===== src/pct_pkg.sv =====
package pct_pkg;

	// Instruction classes as seen by the decode stage
	typedef enum logic [3:0] {
		PCT_ALU      = 4'h0,
		PCT_CSR      = 4'h1,
		PCT_LOAD     = 4'h2,
		PCT_STORE    = 4'h3,
		PCT_ELW      = 4'h4,
		PCT_MUL      = 4'h5,
		PCT_MULH     = 4'h6,
		PCT_DIV      = 4'h7,
		PCT_JUMP     = 4'h8,
		PCT_JUMP_REG = 4'h9,
		PCT_BRANCH   = 4'ha,
		PCT_FENCE    = 4'hb
	} pct_cls_t;

	localparam int CNT_W = 6;

	// Cycle figures per class, zero wait states on both memory sides
	localparam logic [CNT_W-1:0] CYC_ALU       = 6'h01;
	localparam logic [CNT_W-1:0] CYC_CSR_SLOW  = 6'h04;
	localparam logic [CNT_W-1:0] CYC_CSR_FAST  = 6'h01;
	localparam logic [CNT_W-1:0] CYC_MEM       = 6'h01;
	localparam logic [CNT_W-1:0] CYC_MEM_SPLIT = 6'h02;
	localparam logic [CNT_W-1:0] CYC_ELW       = 6'h04;
	localparam logic [CNT_W-1:0] CYC_MUL       = 6'h01;
	localparam logic [CNT_W-1:0] CYC_MULH      = 6'h05;
	localparam logic [CNT_W-1:0] CYC_DIV_MIN   = 6'h03;
	localparam logic [CNT_W-1:0] CYC_DIV_MAX   = 6'h23;
	localparam logic [CNT_W-1:0] CYC_JUMP      = 6'h02;
	localparam logic [CNT_W-1:0] CYC_JUMP_ODD  = 6'h03;
	localparam logic [CNT_W-1:0] CYC_BR_TAKEN  = 6'h03;
	localparam logic [CNT_W-1:0] CYC_BR_ODD    = 6'h04;
	localparam logic [CNT_W-1:0] CYC_FENCE     = 6'h02;
	localparam logic [CNT_W-1:0] CYC_FENCE_ODD = 6'h03;
	localparam logic [CNT_W-1:0] CYC_ONE       = 6'h01;
	localparam logic [1:0]       WB_ONE        = 2'h1;
	localparam logic [1:0]       WB_SPLIT      = 2'h2;
	localparam logic [31:0]      FENCE_STEP    = 32'h0000_0004;
	localparam logic [4:0]       REG_ZERO      = 5'h00;

	// Decoded instruction handed from fetch to decode
	typedef struct packed {
		pct_cls_t    cls;
		logic [31:0] pc;
		logic [31:0] target;    // Jump target
		logic        tgt_odd;   // Target is uncompressed and not word aligned
		logic        csr_slow;  // CSR belongs to the four-cycle group
		logic        split;     // Access needs two bus transactions
		logic [4:0]  rd;
		logic        rd_wr;
		logic [4:0]  rs1;
		logic        rs1_rd;
		logic [4:0]  rs2;
		logic        rs2_rd;
		logic [31:0] divisor;
	} pct_instr_t;

	// Execute stage occupancy
	typedef struct packed {
		logic             valid;
		pct_cls_t         cls;
		logic [4:0]       rd;
		logic             rd_wr;
		logic             split;
		logic [CNT_W-1:0] cnt;
	} pct_ex_t;

	// Writeback stage occupancy
	typedef struct packed {
		logic       valid;
		logic [1:0] cnt;
	} pct_wb_t;

endpackage


===== src/pct_pipe_timing.sv =====
// Operation
// - Four in-order stages, loads write back late
// - Counts assume memories insert no waits
// - Integer computation takes one cycle
// - Listed CSRs four cycles, others one
// - Aligned access: one cycle execute, writeback
// - Split access: two cycles each stage
// - Event load wait takes four cycles
// - Low-word multiply completes in one cycle
// - Upper-word multiplies take five cycles
// - Divide takes three to thirty-five cycles
// - Zero divisor takes thirty-five cycles
// - Jumps resolve in decode, flush fetch
// - Jump target request while jump decodes
// - Untaken branch takes one cycle
// - Taken branch flushes fetch and decode
// - Fetch fence jumps to next instruction
// - Load-use costs one stall cycle
// - Register jump after writer stalls once
`timescale 1ns/10ps
`default_nettype none
module pct_pipe_timing
	import pct_pkg::*;
(
	input  wire logic        mclk,
	input  wire logic        rst_b,
	input  wire logic        fetch_vld,
	input  wire pct_instr_t  fetch_instr,
	input  wire logic        br_taken,
	input  wire logic [31:0] br_target,
	input  wire logic        br_tgt_odd,
	output logic             fetch_take_q,
	output logic             fetch_req_q,
	output logic [31:0]      fetch_addr_q,
	output logic             flush_fetch_q,
	output logic             flush_decode_q,
	output logic             decode_busy_q,
	output logic             execute_busy_q,
	output logic             writeback_busy_q,
	output logic [1:0]       retire_q
);

	// Leading zero bits of the divisor, 32 for zero
	// A zero divisor counts every bit and so gives the longest divide
	function automatic logic [CNT_W-1:0] lead_zeros(input logic [31:0] v);
		logic [CNT_W-1:0] n;
		logic             seen;
		n = '0;
		seen = 1'b0;
		for (int i = 31; i >= 0; i--) begin
			if (v[i])
				seen = 1'b1;
			if (!seen)
				n = n + CYC_ONE;
		end
		return n;
	endfunction

	// Cycles an instruction spends in execute
	function automatic logic [CNT_W-1:0] ex_len(input pct_instr_t i);
		logic [CNT_W-1:0] n;
		n = CYC_ALU;
		unique case (i.cls)
			PCT_CSR:   n = i.csr_slow ? CYC_CSR_SLOW : CYC_CSR_FAST;
			PCT_LOAD,
			PCT_STORE: n = i.split ? CYC_MEM_SPLIT : CYC_MEM;
			PCT_ELW:   n = CYC_ELW - CYC_MEM;
			PCT_MUL:   n = CYC_MUL;
			PCT_MULH:  n = CYC_MULH;
			PCT_DIV:   n = CYC_DIV_MIN + lead_zeros(i.divisor);
			PCT_ALU, PCT_JUMP, PCT_JUMP_REG, PCT_BRANCH, PCT_FENCE:
				n = CYC_ALU;
			default:   n = CYC_ALU;
		endcase
		return n;
	endfunction

	function automatic logic is_mem(input pct_cls_t c);
		return (c == PCT_LOAD) || (c == PCT_STORE) || (c == PCT_ELW);
	endfunction

	function automatic logic is_jump(input pct_cls_t c);
		return (c == PCT_JUMP) || (c == PCT_JUMP_REG) || (c == PCT_FENCE);
	endfunction

	// Execute leaves this cycle; memory ops need writeback room
	// A blocked load keeps execute, so writeback completions stay in program order
	function automatic logic ex_leaves(input pct_ex_t e, input pct_wb_t w);
		logic wb_room;
		wb_room = !w.valid || (w.cnt == WB_ONE);
		return e.valid && (e.cnt == CYC_ONE) && (!is_mem(e.cls) || wb_room);
	endfunction

	// Decode cannot hand its instruction on this cycle
	// A hazard costs one cycle: the consumer moves once the producer has left execute
	function automatic logic dec_hold(input logic dv, input pct_instr_t d, input pct_ex_t e, input pct_wb_t w);
		logic ex_free;
		logic dep;
		logic ld_use;
		logic jr_use;
		ex_free = !e.valid || ex_leaves(e, w);
		dep = e.valid && e.rd_wr && (e.rd != REG_ZERO) &&
			((d.rs1_rd && (d.rs1 == e.rd)) || (d.rs2_rd && (d.rs2 == e.rd)));
		ld_use = dep && ((e.cls == PCT_LOAD) || (e.cls == PCT_ELW));
		jr_use = (d.cls == PCT_JUMP_REG) && e.valid && e.rd_wr &&
			(e.rd != REG_ZERO) && (d.rs1 == e.rd);
		return dv && (!ex_free || ld_use || jr_use);
	endfunction

	// Refused fetch cycles after a jump leaves decode; the cycle it sits in
	// decode and the offer dropped there already make up two of its count
	function automatic logic [CNT_W-1:0] jump_len(input pct_instr_t d);
		logic [CNT_W-1:0] n;
		if (d.cls == PCT_FENCE)
			n = d.tgt_odd ? CYC_FENCE_ODD : CYC_FENCE;
		else
			n = d.tgt_odd ? CYC_JUMP_ODD : CYC_JUMP;
		return n - CYC_ONE - CYC_ONE;
	endfunction

	logic             dec_vld_q;
	logic             dec_vld_d;
	pct_instr_t       dec_q;
	pct_instr_t       dec_d;
	pct_ex_t          ex_q;
	pct_ex_t          ex_d;
	pct_wb_t          wb_q;
	pct_wb_t          wb_d;
	logic [CNT_W-1:0] bubble_q;
	logic [CNT_W-1:0] bubble_d;
	logic             take_d;
	logic             req_d;
	logic [31:0]      addr_d;
	logic             flush_f_d;
	logic             flush_dec_d;
	logic [1:0]       retire_d;
	logic             dec_go;
	logic             ex_done;
	logic             br_flush;
	logic             jump_go;
	logic             wb_done;
	logic             jump_next;

	// Stage advance and flushes
	// A flushing branch drops whatever decode holds, so a jump there never goes
	always_comb begin
		dec_go = dec_vld_q && !dec_hold(dec_vld_q, dec_q, ex_q, wb_q);
		ex_done = ex_leaves(ex_q, wb_q);
		br_flush = ex_done && (ex_q.cls == PCT_BRANCH) && br_taken;
		jump_go = dec_go && is_jump(dec_q.cls) && !br_flush;
		wb_done = wb_q.valid && (wb_q.cnt == WB_ONE);
	end

	// Writeback holds loads one cycle, two when split
	// The event load is one word access and never splits
	always_comb begin
		wb_d = wb_q;
		if (wb_q.valid && !wb_done)
			wb_d.cnt = wb_q.cnt - WB_ONE;
		else if (wb_done)
			wb_d.valid = 1'b0;
		if (ex_done && is_mem(ex_q.cls)) begin
			wb_d.valid = 1'b1;
			wb_d.cnt = (ex_q.split && (ex_q.cls != PCT_ELW)) ? WB_SPLIT : WB_ONE;
		end
	end

	// Execute counts down its instruction's cycles
	// A slot flushed by a branch enters execute empty
	always_comb begin
		ex_d = ex_q;
		if (!ex_q.valid || ex_done) begin
			ex_d.valid = dec_go && !br_flush;
			ex_d.cls = dec_q.cls;
			ex_d.rd = dec_q.rd;
			ex_d.rd_wr = dec_q.rd_wr;
			ex_d.split = dec_q.split;
			ex_d.cnt = ex_len(dec_q);
		end else if (ex_q.cnt != CYC_ONE) begin
			ex_d.cnt = ex_q.cnt - CYC_ONE;
		end
	end

	// Decode takes a new instruction when free and not flushed
	always_comb begin
		dec_vld_d = dec_vld_q;
		dec_d = dec_q;
		if (br_flush || jump_go) begin
			dec_vld_d = 1'b0;
		end else if (!dec_vld_q || dec_go) begin
			dec_vld_d = fetch_vld && fetch_take_q;
			dec_d = fetch_instr;
		end
	end

	// Empty decode cycles after a control transfer
	// A branch flush outranks a jump that waits behind it
	always_comb begin
		if (br_flush)
			bubble_d = (br_tgt_odd ? CYC_BR_ODD : CYC_BR_TAKEN) - CYC_ONE;
		else if (jump_go)
			bubble_d = jump_len(dec_q);
		else if (bubble_q != '0)
			bubble_d = bubble_q - CYC_ONE;
		else
			bubble_d = '0;
	end

	// Jump target requested while the jump sits in decode
	// A fence asks for the next word; a branch flush wins over both
	always_comb begin
		jump_next = dec_vld_d && is_jump(dec_d.cls) && !dec_hold(dec_vld_d, dec_d, ex_d, wb_d);
		req_d = jump_next || br_flush;
		if (br_flush)
			addr_d = br_target;
		else if (dec_d.cls == PCT_FENCE)
			addr_d = dec_d.pc + FENCE_STEP;
		else
			addr_d = dec_d.target;
		flush_f_d = req_d;
		flush_dec_d = br_flush;

		// Decode accepts next cycle only if it will move on
		// Judging the next state keeps the registered take from over-accepting
		take_d = (bubble_d == '0) && !jump_next && !dec_hold(dec_vld_d, dec_d, ex_d, wb_d);
	end

	// Completions: non-memory from execute, loads from writeback
	always_comb begin
		retire_d = {1'b0, ex_done && !is_mem(ex_q.cls)} + {1'b0, wb_done};
	end

	// Decode registers
	always_ff @(posedge mclk) begin
		if (!rst_b) begin
			dec_vld_q <= 1'b0;
			dec_q <= '0;
		end else begin
			dec_vld_q <= dec_vld_d;
			dec_q <= dec_d;
		end
	end

	// Execute register
	always_ff @(posedge mclk) begin
		if (!rst_b) begin
			ex_q <= '0;
		end else begin
			ex_q <= ex_d;
		end
	end

	// Writeback register
	always_ff @(posedge mclk) begin
		if (!rst_b) begin
			wb_q <= '0;
		end else begin
			wb_q <= wb_d;
		end
	end

	// Bubble counter
	always_ff @(posedge mclk) begin
		if (!rst_b) begin
			bubble_q <= '0;
		end else begin
			bubble_q <= bubble_d;
		end
	end

	// Registered fetch-side outputs
	always_ff @(posedge mclk) begin
		if (!rst_b) begin
			fetch_take_q <= 1'b0;
			fetch_req_q <= 1'b0;
			fetch_addr_q <= '0;
			flush_fetch_q <= 1'b0;
			flush_decode_q <= 1'b0;
		end else begin
			fetch_take_q <= take_d;
			fetch_req_q <= req_d;
			fetch_addr_q <= addr_d;
			flush_fetch_q <= flush_f_d;
			flush_decode_q <= flush_dec_d;
		end
	end

	// Registered stage status
	always_ff @(posedge mclk) begin
		if (!rst_b) begin
			decode_busy_q <= 1'b0;
			execute_busy_q <= 1'b0;
			writeback_busy_q <= 1'b0;
			retire_q <= 2'h0;
		end else begin
			decode_busy_q <= dec_vld_d;
			execute_busy_q <= ex_d.valid;
			writeback_busy_q <= wb_d.valid;
			retire_q <= retire_d;
		end
	end

endmodule
`default_nettype wire


===== config.mk =====
export PLATFORM = sky130hd
export DESIGN_NAME = pct_pipe_timing
export DESIGN_NICKNAME = d
export VERILOG_FILES = /design/src/pct_pkg.sv /design/src/pct_pipe_timing.sv
export SDC_FILE = /design/constraint.sdc
export NUM_CORES = 1
export LEC_CHECK = 0
export ABC_CLOCK_PERIOD_IN_PS = 16040
export BUFFER_PORTS_ARGS = -buffer_cell sky130_fd_sc_hd__buf_2
export CORE_ASPECT_RATIO = 2
export CORE_MARGIN = 2
export CORE_UTILIZATION = 47
export CTS_BUF_LIST = sky130_fd_sc_hd__clkbuf_16
export CTS_CLUSTER_DIAMETER = 50
export DETAILED_ROUTE_END_ITERATION = 10
export GPL_TIMING_DRIVEN = 0
export PLACE_DENSITY = 0.68
export SLEW_MARGIN = 20
export SYNTH_ARGS = -nofsm -noshare
export SYNTH_HDL_FRONTEND = slang
export SYNTH_SLANG_ARGS = --single-unit

===== constraint.sdc =====
create_clock -name mclk -period 16.04 [get_ports mclk]
set_input_delay 4.812 -clock mclk [delete_from_list [all_inputs] [get_ports mclk]]
set_output_delay 4.812 -clock mclk [all_outputs]
set_load 0.05 [all_outputs]

==> results.py, run 1 <==
metrics = {
    "grt": {
        "grt_antenna_before_repair": 1,
        "grt_max_degree": 18,
        "grt_pass1_vias": 12800,
        "gr-total-overflow": 0,
        "grt_use_total_pct": 30.1,
        "grt_pass1_wl_um": 64900,
    },
    "setup_path": {
        "worstReg2RegStart": "dec_q[31]$_SDFFE_PN0P_",
        "cp_data_required_time_ps": 16440,
        "critical_path.startpoint_type": "flop",
        "crit_arrival_ps": 15570,
        "cp_max_fo": 10,
        "slowest_stage": "or4_4",
        "cpMostUsedCell": "ha_1",
        "slowest_delay_ps": 610,
        "crit_path_end_kind": "flop",
        "startpoint": "dec_q[31]$_SDFFE_PN0P_",
        "worstSetupPathType": "flop to flop",
    },
    "synth": {
        "ys_seq_area_share_pct": 29.8,
        "syn_area_mm2": 0.0125,
        "synth_top_area_cell": "dfxtp_1",
        "synth.ff_latch_count": 186,
        "synth_edf_count": 0,
        "syn_nets": 1813,
        "netlist_instances": 1618,
        "synth.yosys.warnings": 0,
        "synthTopCellsByArea": "dfxtp_1, mux2i_1, nor2_1",
        "synth_cell_type_count": 93,
        "async_flop_share_pct": 0,
        "synth.avg_cell_area_um2": 7.71,
        "ys.flop_type": "dfxtp_1",
        "synth_top_area_share_pct": 29.8,
    },
    "route": {
        "via_per_inst": 5.71,
        "vias": 12500,
        "wirelength_um": 42100,
        "antenna_left": 0,
        "route.detailed.wl_per_inst_um": 19.2,
        "drt_iter0_markers": 600,
        "drc_errors": 0,
        "firstDrtPassIters": 5,
    },
    "clock_tree": {
        "cts_tree": "built",
        "clockRootBuffer": "clkbuf_16",
        "cts.path.max_buffers": 2,
        "clk_pin_slew_ps": 70,
        "insertion_delay_ps": 460,
        "cts_htree_levels": 4,
        "cts_num_sinks": 186,
        "hold_buffers": 0,
        "cts_buffers": 17,
    },
    "timing": {
        "setup_viol": 0,
        "rsz0062_at_grt": "no",
        "finalCritPeriodShare_pct": 94.6,
        "worst_pin_slew_ps": 1050,
        "fin_skew_ps": 8.34,
        "slew_headroom_pct": 28.9,
        "slew_violations": 0,
        "holdWs_ps": 459,
        "finalSetupTns_ps": 0,
        "finalHoldViolations": 0,
        "fmax_mhz": 65.9,
        "period_needed_ps": 15170,
    },
    "layout": {
        "seqCellArea_mm2": 0.00372,
        "multi_input_area_mm2": 0.00830,
        "area_growth_pct": 15.9,
        "final_cell_mix": "nor2_1, nand2_1, buf_2",
        "final_cells": 2192,
        "final_area_mm2": 0.0145,
        "fillers": 2573,
        "final_common_cell": "nor2_1",
        "drive_gt1_share_pct": 15.9,
        "num_antenna_cells": 0,
        "nNetsFinal": 2030,
    },
    "floorplan": {
        "pin_count": 199,
        "die_y_um": 234,
        "fp.dieArea_mm2": 0.0280,
        "rows": 84,
        "die_w_um": 119,
        "start_util_pct": 47.7,
        "core_area_mm2": 0.0262,
    },
    "hold_path": {
        "hold_class": "flop to flop",
        "min_from": "dec_q[85]$_SDFF_PN0_",
    },
    "placement": {
        "gp_congestion": 0.927,
        "io_buffer_count": 198,
        "dpl.hpwl_um": 34000,
        "dpl_cell_area_mm2": 0.0139,
        "place_inst": 2161,
    },
    "pwr": {
        "powerDensity_mw_per_mm2": 92.4,
        "p_leak_nw": 5.87,
        "ir_drop_uv": 84.6,
        "p_total_mw": 1.34,
    },
    "run_status": {
        "outcome": "complete, no violations",
    },
    "flow_run": {
        "max_cap_violations": 0,
    },
}
cells by family (layout without fill, tap and decap cells):
| logic type | count (synthesis) | after routing | synth area share [%] |
|---|---|---|---|
| muxes | 101 | 101 | 8.17 |
| AOI/OAI and AO/OA | 350 | 350 | 17.2 |
| xor gates and xnor gates | 122 | 122 | 10.4 |
| and+or+nand+nor | 703 | 703 | 26.9 |
| adders and majority gates | 37 | 37 | 3.71 |
| DFF | 186 | 186 | 29.8 |
| buffers and inverters | 119 | 349 | 3.80 |
repair_timing:
| item | in CTS | in global routing |
|---|---|---|
| setup endpoints to repair | 0 | 2 |
| hold endpoints to repair | 0 | 0 |
| resized for setup | 0 | 1 |
| setup buffers | 0 | 0 |
cells in the mapped netlist, types with 35 or more instances:
cell type	number
nor2_1	224
nand2_1	221
dfxtp_1	186
a21oi_1	139
mux2i_1	94
o21ai_0	79
clkbuf_1	69
xnor2_1	69
nor3_1	43
ha_1	37
nand3_1	37
xor2_1	35
power breakdown:
group	total [mW]	switching, mW	internal [mW]
Combinational	0.413	0.249	0.164
Clock	0.409	0.208	0.201
Sequential	0.513	0.0201	0.493
Total	1.34	0.477	0.859
through the flow:
stage	worst slack, ps	utilization, %
floorplan	3120	-
global placement	1220	53.1
detailed placement	1070	53.2
CTS	1030	55.3
global route	4.85	55.3
finish	874	55.3
per-layer routing:
metal	share of wire [%]	global-route usage (%)	vias up
li1	-	-	6086
met1	32	25.7	5856
met2	56	61.2	414
met3	4.1	3.90	157
met4	8.0	22.9	0
met5	0	0	-
final cells by class:
cell class                 count  area share [%]
multi-input combinational   1313            57.4
sequential                   186            25.8
timing repair buffer         199            6.89
tap                          344            2.98
clock buffer                  17            2.94
buffer                        86            2.42
inverter                      32           0.831
clock inverter                15           0.779
final timing paths:
check                                                end  slack (ps)  depth (start not counted)
worst max-delay path            flush_fetch_q$_SDFF_PN0_         870                         71
worst min-delay path                dec_q[85]$_SDFF_PN0_         460                          2
worst max register to register  flush_fetch_q$_SDFF_PN0_         870                         71
worst min register to register      dec_q[85]$_SDFF_PN0_         460                          2
flip-flops by register name, summed over array words and instances (netlist names), 2 cells and up:
signal	count
dec_q	121
fetch_addr_q	32
retire_q	2
bubble_q	6
wb_q	2
ex_q	17
critical path, delay by kind of cell (launching register included):
family,cells,cell delay [ps]
flops,1,310
compound gates,34,6230
simple gates,17,3390
buf+inv,4,610
mux,2,230
fa+ha+maj,14,4350
Power figures use the tool's default switching activity.
==> run 2: changes to the inputs <==
--- a/config.mk
+++ b/config.mk
@@ -5,7 +5,7 @@
 export SDC_FILE = /design/constraint.sdc
 export NUM_CORES = 1
 export LEC_CHECK = 0
-export ABC_CLOCK_PERIOD_IN_PS = 16040
+export ABC_CLOCK_PERIOD_IN_PS = 13400
 export BUFFER_PORTS_ARGS = -buffer_cell sky130_fd_sc_hd__buf_2
 export CORE_ASPECT_RATIO = 2
 export CORE_MARGIN = 2
@@ -14,7 +14,7 @@
 export CTS_CLUSTER_DIAMETER = 50
 export DETAILED_ROUTE_END_ITERATION = 10
 export GPL_TIMING_DRIVEN = 0
-export PLACE_DENSITY = 0.68
+export PLACE_DENSITY = 0.71
 export SLEW_MARGIN = 20
 export SYNTH_ARGS = -nofsm -noshare
 export SYNTH_HDL_FRONTEND = slang
==> constraint.sdc (replaced) <==
create_clock -name mclk -period 13.4 [get_ports mclk]
set_input_delay 4.02 -clock mclk [delete_from_list [all_inputs] [get_ports mclk]]
set_output_delay 4.02 -clock mclk [all_outputs]
set_load 0.05 [all_outputs]
==> run 2 against run 1 <==
Hold slack hardly changed. First-iteration DRC count grew 19%. Wire length is 1.1% higher. Core utilization increased by 2.9 points. Sequential power grew 20%. Non-clock buffer count grew 40. Clock skew is 2.0 ps higher. Design area rose by 5.3%. Sequential share of layout area shrank 1.3 points. Total power is 32% higher. Global-route usage about the same. Maximum frequency increased by 15%.
==> results.py, run 2 (synthesis results as in run 1) <==
metrics = {
    "run_status": {
        "outcome": "complete, no violations",
    },
    "grt": {
        "grt_max_degree": 17,
        "grt_antenna_before_repair": 2,
        "grt_pass1_vias": 13300,
        "grt_pass1_wl_um": 65200,
        "grt_use_total_pct": 30.1,
        "gr-total-overflow": 0,
    },
    "pwr": {
        "powerDensity_mw_per_mm2": 115,
        "p_total_mw": 1.76,
        "ir_drop_uv": 94.0,
        "p_leak_nw": 6.16,
    },
    "setup_path": {
        "critical_path.startpoint_type": "flop",
        "worstSetupPathType": "flop to flop",
        "critPathTopFamily": "compound AO/OA/AOI/OAI gates",
        "crit_path_end_kind": "flop",
        "cpMostUsedCell": "ha_4",
        "crit_buf_inv": 1,
        "slowest_stage": "or4_4",
        "cp_max_fo": 7,
        "worstReg2RegStart": "dec_q[31]$_SDFFE_PN0P_",
        "startpoint": "dec_q[31]$_SDFFE_PN0P_",
        "crit_arrival_ps": 13540,
        "slowest_delay_ps": 600,
        "cp_data_required_time_ps": 13800,
    },
    "route": {
        "vias": 12900,
        "wirelength_um": 42600,
        "route.detailed.wl_per_inst_um": 19.1,
        "firstDrtPassIters": 7,
        "drt_iter0_markers": 713,
        "antenna_left": 0,
        "via_per_inst": 5.76,
        "drc_errors": 0,
    },
    "timing": {
        "slew_headroom_pct": 30.6,
        "holdWs_ps": 460,
        "fmax_mhz": 76.1,
        "setup_viol": 0,
        "rsz0062_at_grt": "yes",
        "fin_skew_ps": 10.3,
        "worst_pin_slew_ps": 1030,
        "finalSetupTns_ps": 0,
        "finalHoldViolations": 0,
        "finalCritPeriodShare_pct": 98.1,
        "period_needed_ps": 13140,
        "slew_violations": 0,
        "setup_slack_ps": 257,
    },
    "clock_tree": {
        "cts_num_sinks": 186,
        "cts_tree": "built",
        "cts.path.max_buffers": 2,
        "hold_buffers": 0,
        "cts_buffers": 17,
        "cts_htree_levels": 4,
        "insertion_delay_ps": 460,
        "clk_pin_slew_ps": 80,
        "clockRootBuffer": "clkbuf_16",
    },
    "floorplan": {
        "start_util_pct": 47.7,
        "fp.dieArea_mm2": 0.0280,
        "die_y_um": 234,
        "pin_count": 199,
        "die_w_um": 119,
        "rows": 84,
        "core_area_mm2": 0.0262,
    },
    "layout": {
        "drive_gt1_share_pct": 20.3,
        "final_cell_mix": "nand2_1, nor2_1, buf_2",
        "area_growth_pct": 22.1,
        "nNetsFinal": 2070,
        "final_area_mm2": 0.0152,
        "largest_reg_flops": 121,
        "final_common_cell": "nand2_1",
        "fillers": 2468,
        "reg_top3": "dec_q x121, fetch_addr_q x32, ex_q x17",
        "utilization_pct": 58.2,
        "top_register": "dec_q",
        "final_cells": 2232,
    },
    "hold_path": {
        "hold_class": "flop to flop",
        "min_from": "dec_q[54]$_SDFF_PN0_",
    },
    "placement": {
        "post-place-ws_ps": -1500,
        "dpl_cell_area_mm2": 0.0139,
        "dpl.hpwl_um": 33700,
        "gp_congestion": 0.986,
        "place_inst": 2161,
        "io_buffer_count": 198,
    },
    "flow_run": {
        "max_cap_violations": 0,
    },
}
run 2: changes by cell type in the layout (fill, tap and decap cells not counted), sizes merged:
cell	before	now
buf	217	257
bufinv	0	5
clkinv	7	1
clkinvlp	1	2
diode	0	2
inv	39	37
run 2: tightest hold or removal path, stage by stage (launching register included):
cell	delay (ps)
dfxtp_1	310
nand2_1	50
a21oi_1	50
run 2: final timing paths:
check                                                end  slack (ps)  cells after the start
worst max-delay path            flush_fetch_q$_SDFF_PN0_         260                     69
worst max register to register  flush_fetch_q$_SDFF_PN0_         260                     69
worst min-delay path                dec_q[54]$_SDFF_PN0_         460                      2
worst min register to register      dec_q[54]$_SDFF_PN0_         460                      2
run 2: timing repair:
action | in CTS | in global routing
hold endpoints to repair | 0 | 0
setup buffers | 23 | 18
gates cloned | 0 | 1
resized for setup | 29 | 39
setup endpoints to repair | 7 | 7
pin swaps | 22 | 47
run 2: area by class of cell:
cell class / instances / area, um2 / area share [%]
clock buffer: 17 / 425 / 2.79
inverter: 32 / 120 / 0.788
multi-input combinational: 1313 / 8670 / 56.9
timing repair buffer: 241 / 1310 / 8.59
tap: 344 / 430 / 2.83
buffer: 84 / 334 / 2.19
clock inverter: 13 / 213 / 1.40
sequential: 186 / 3730 / 24.5
antenna: 2 / 5.00 / 0.0329
run 2: per-layer routing:
layer  global-route usage (%)  vias up  part of all wire (%)
met4                     26.2        0                   9.3
li1                         -     6171                     -
met5                        0        -                     0
met2                     58.6      489                    54
met3                     4.97      196                   4.8
met1                     25.8     6003                    32
run 2: power breakdown:
| part | switching (mW) | leakage [nW] | internal, mW |
|---|---|---|---|
| clock network | 0.238 | 0.305 | 0.331 |
| registers | 0.0235 | 1.55 | 0.590 |
| logic | 0.323 | 4.31 | 0.250 |
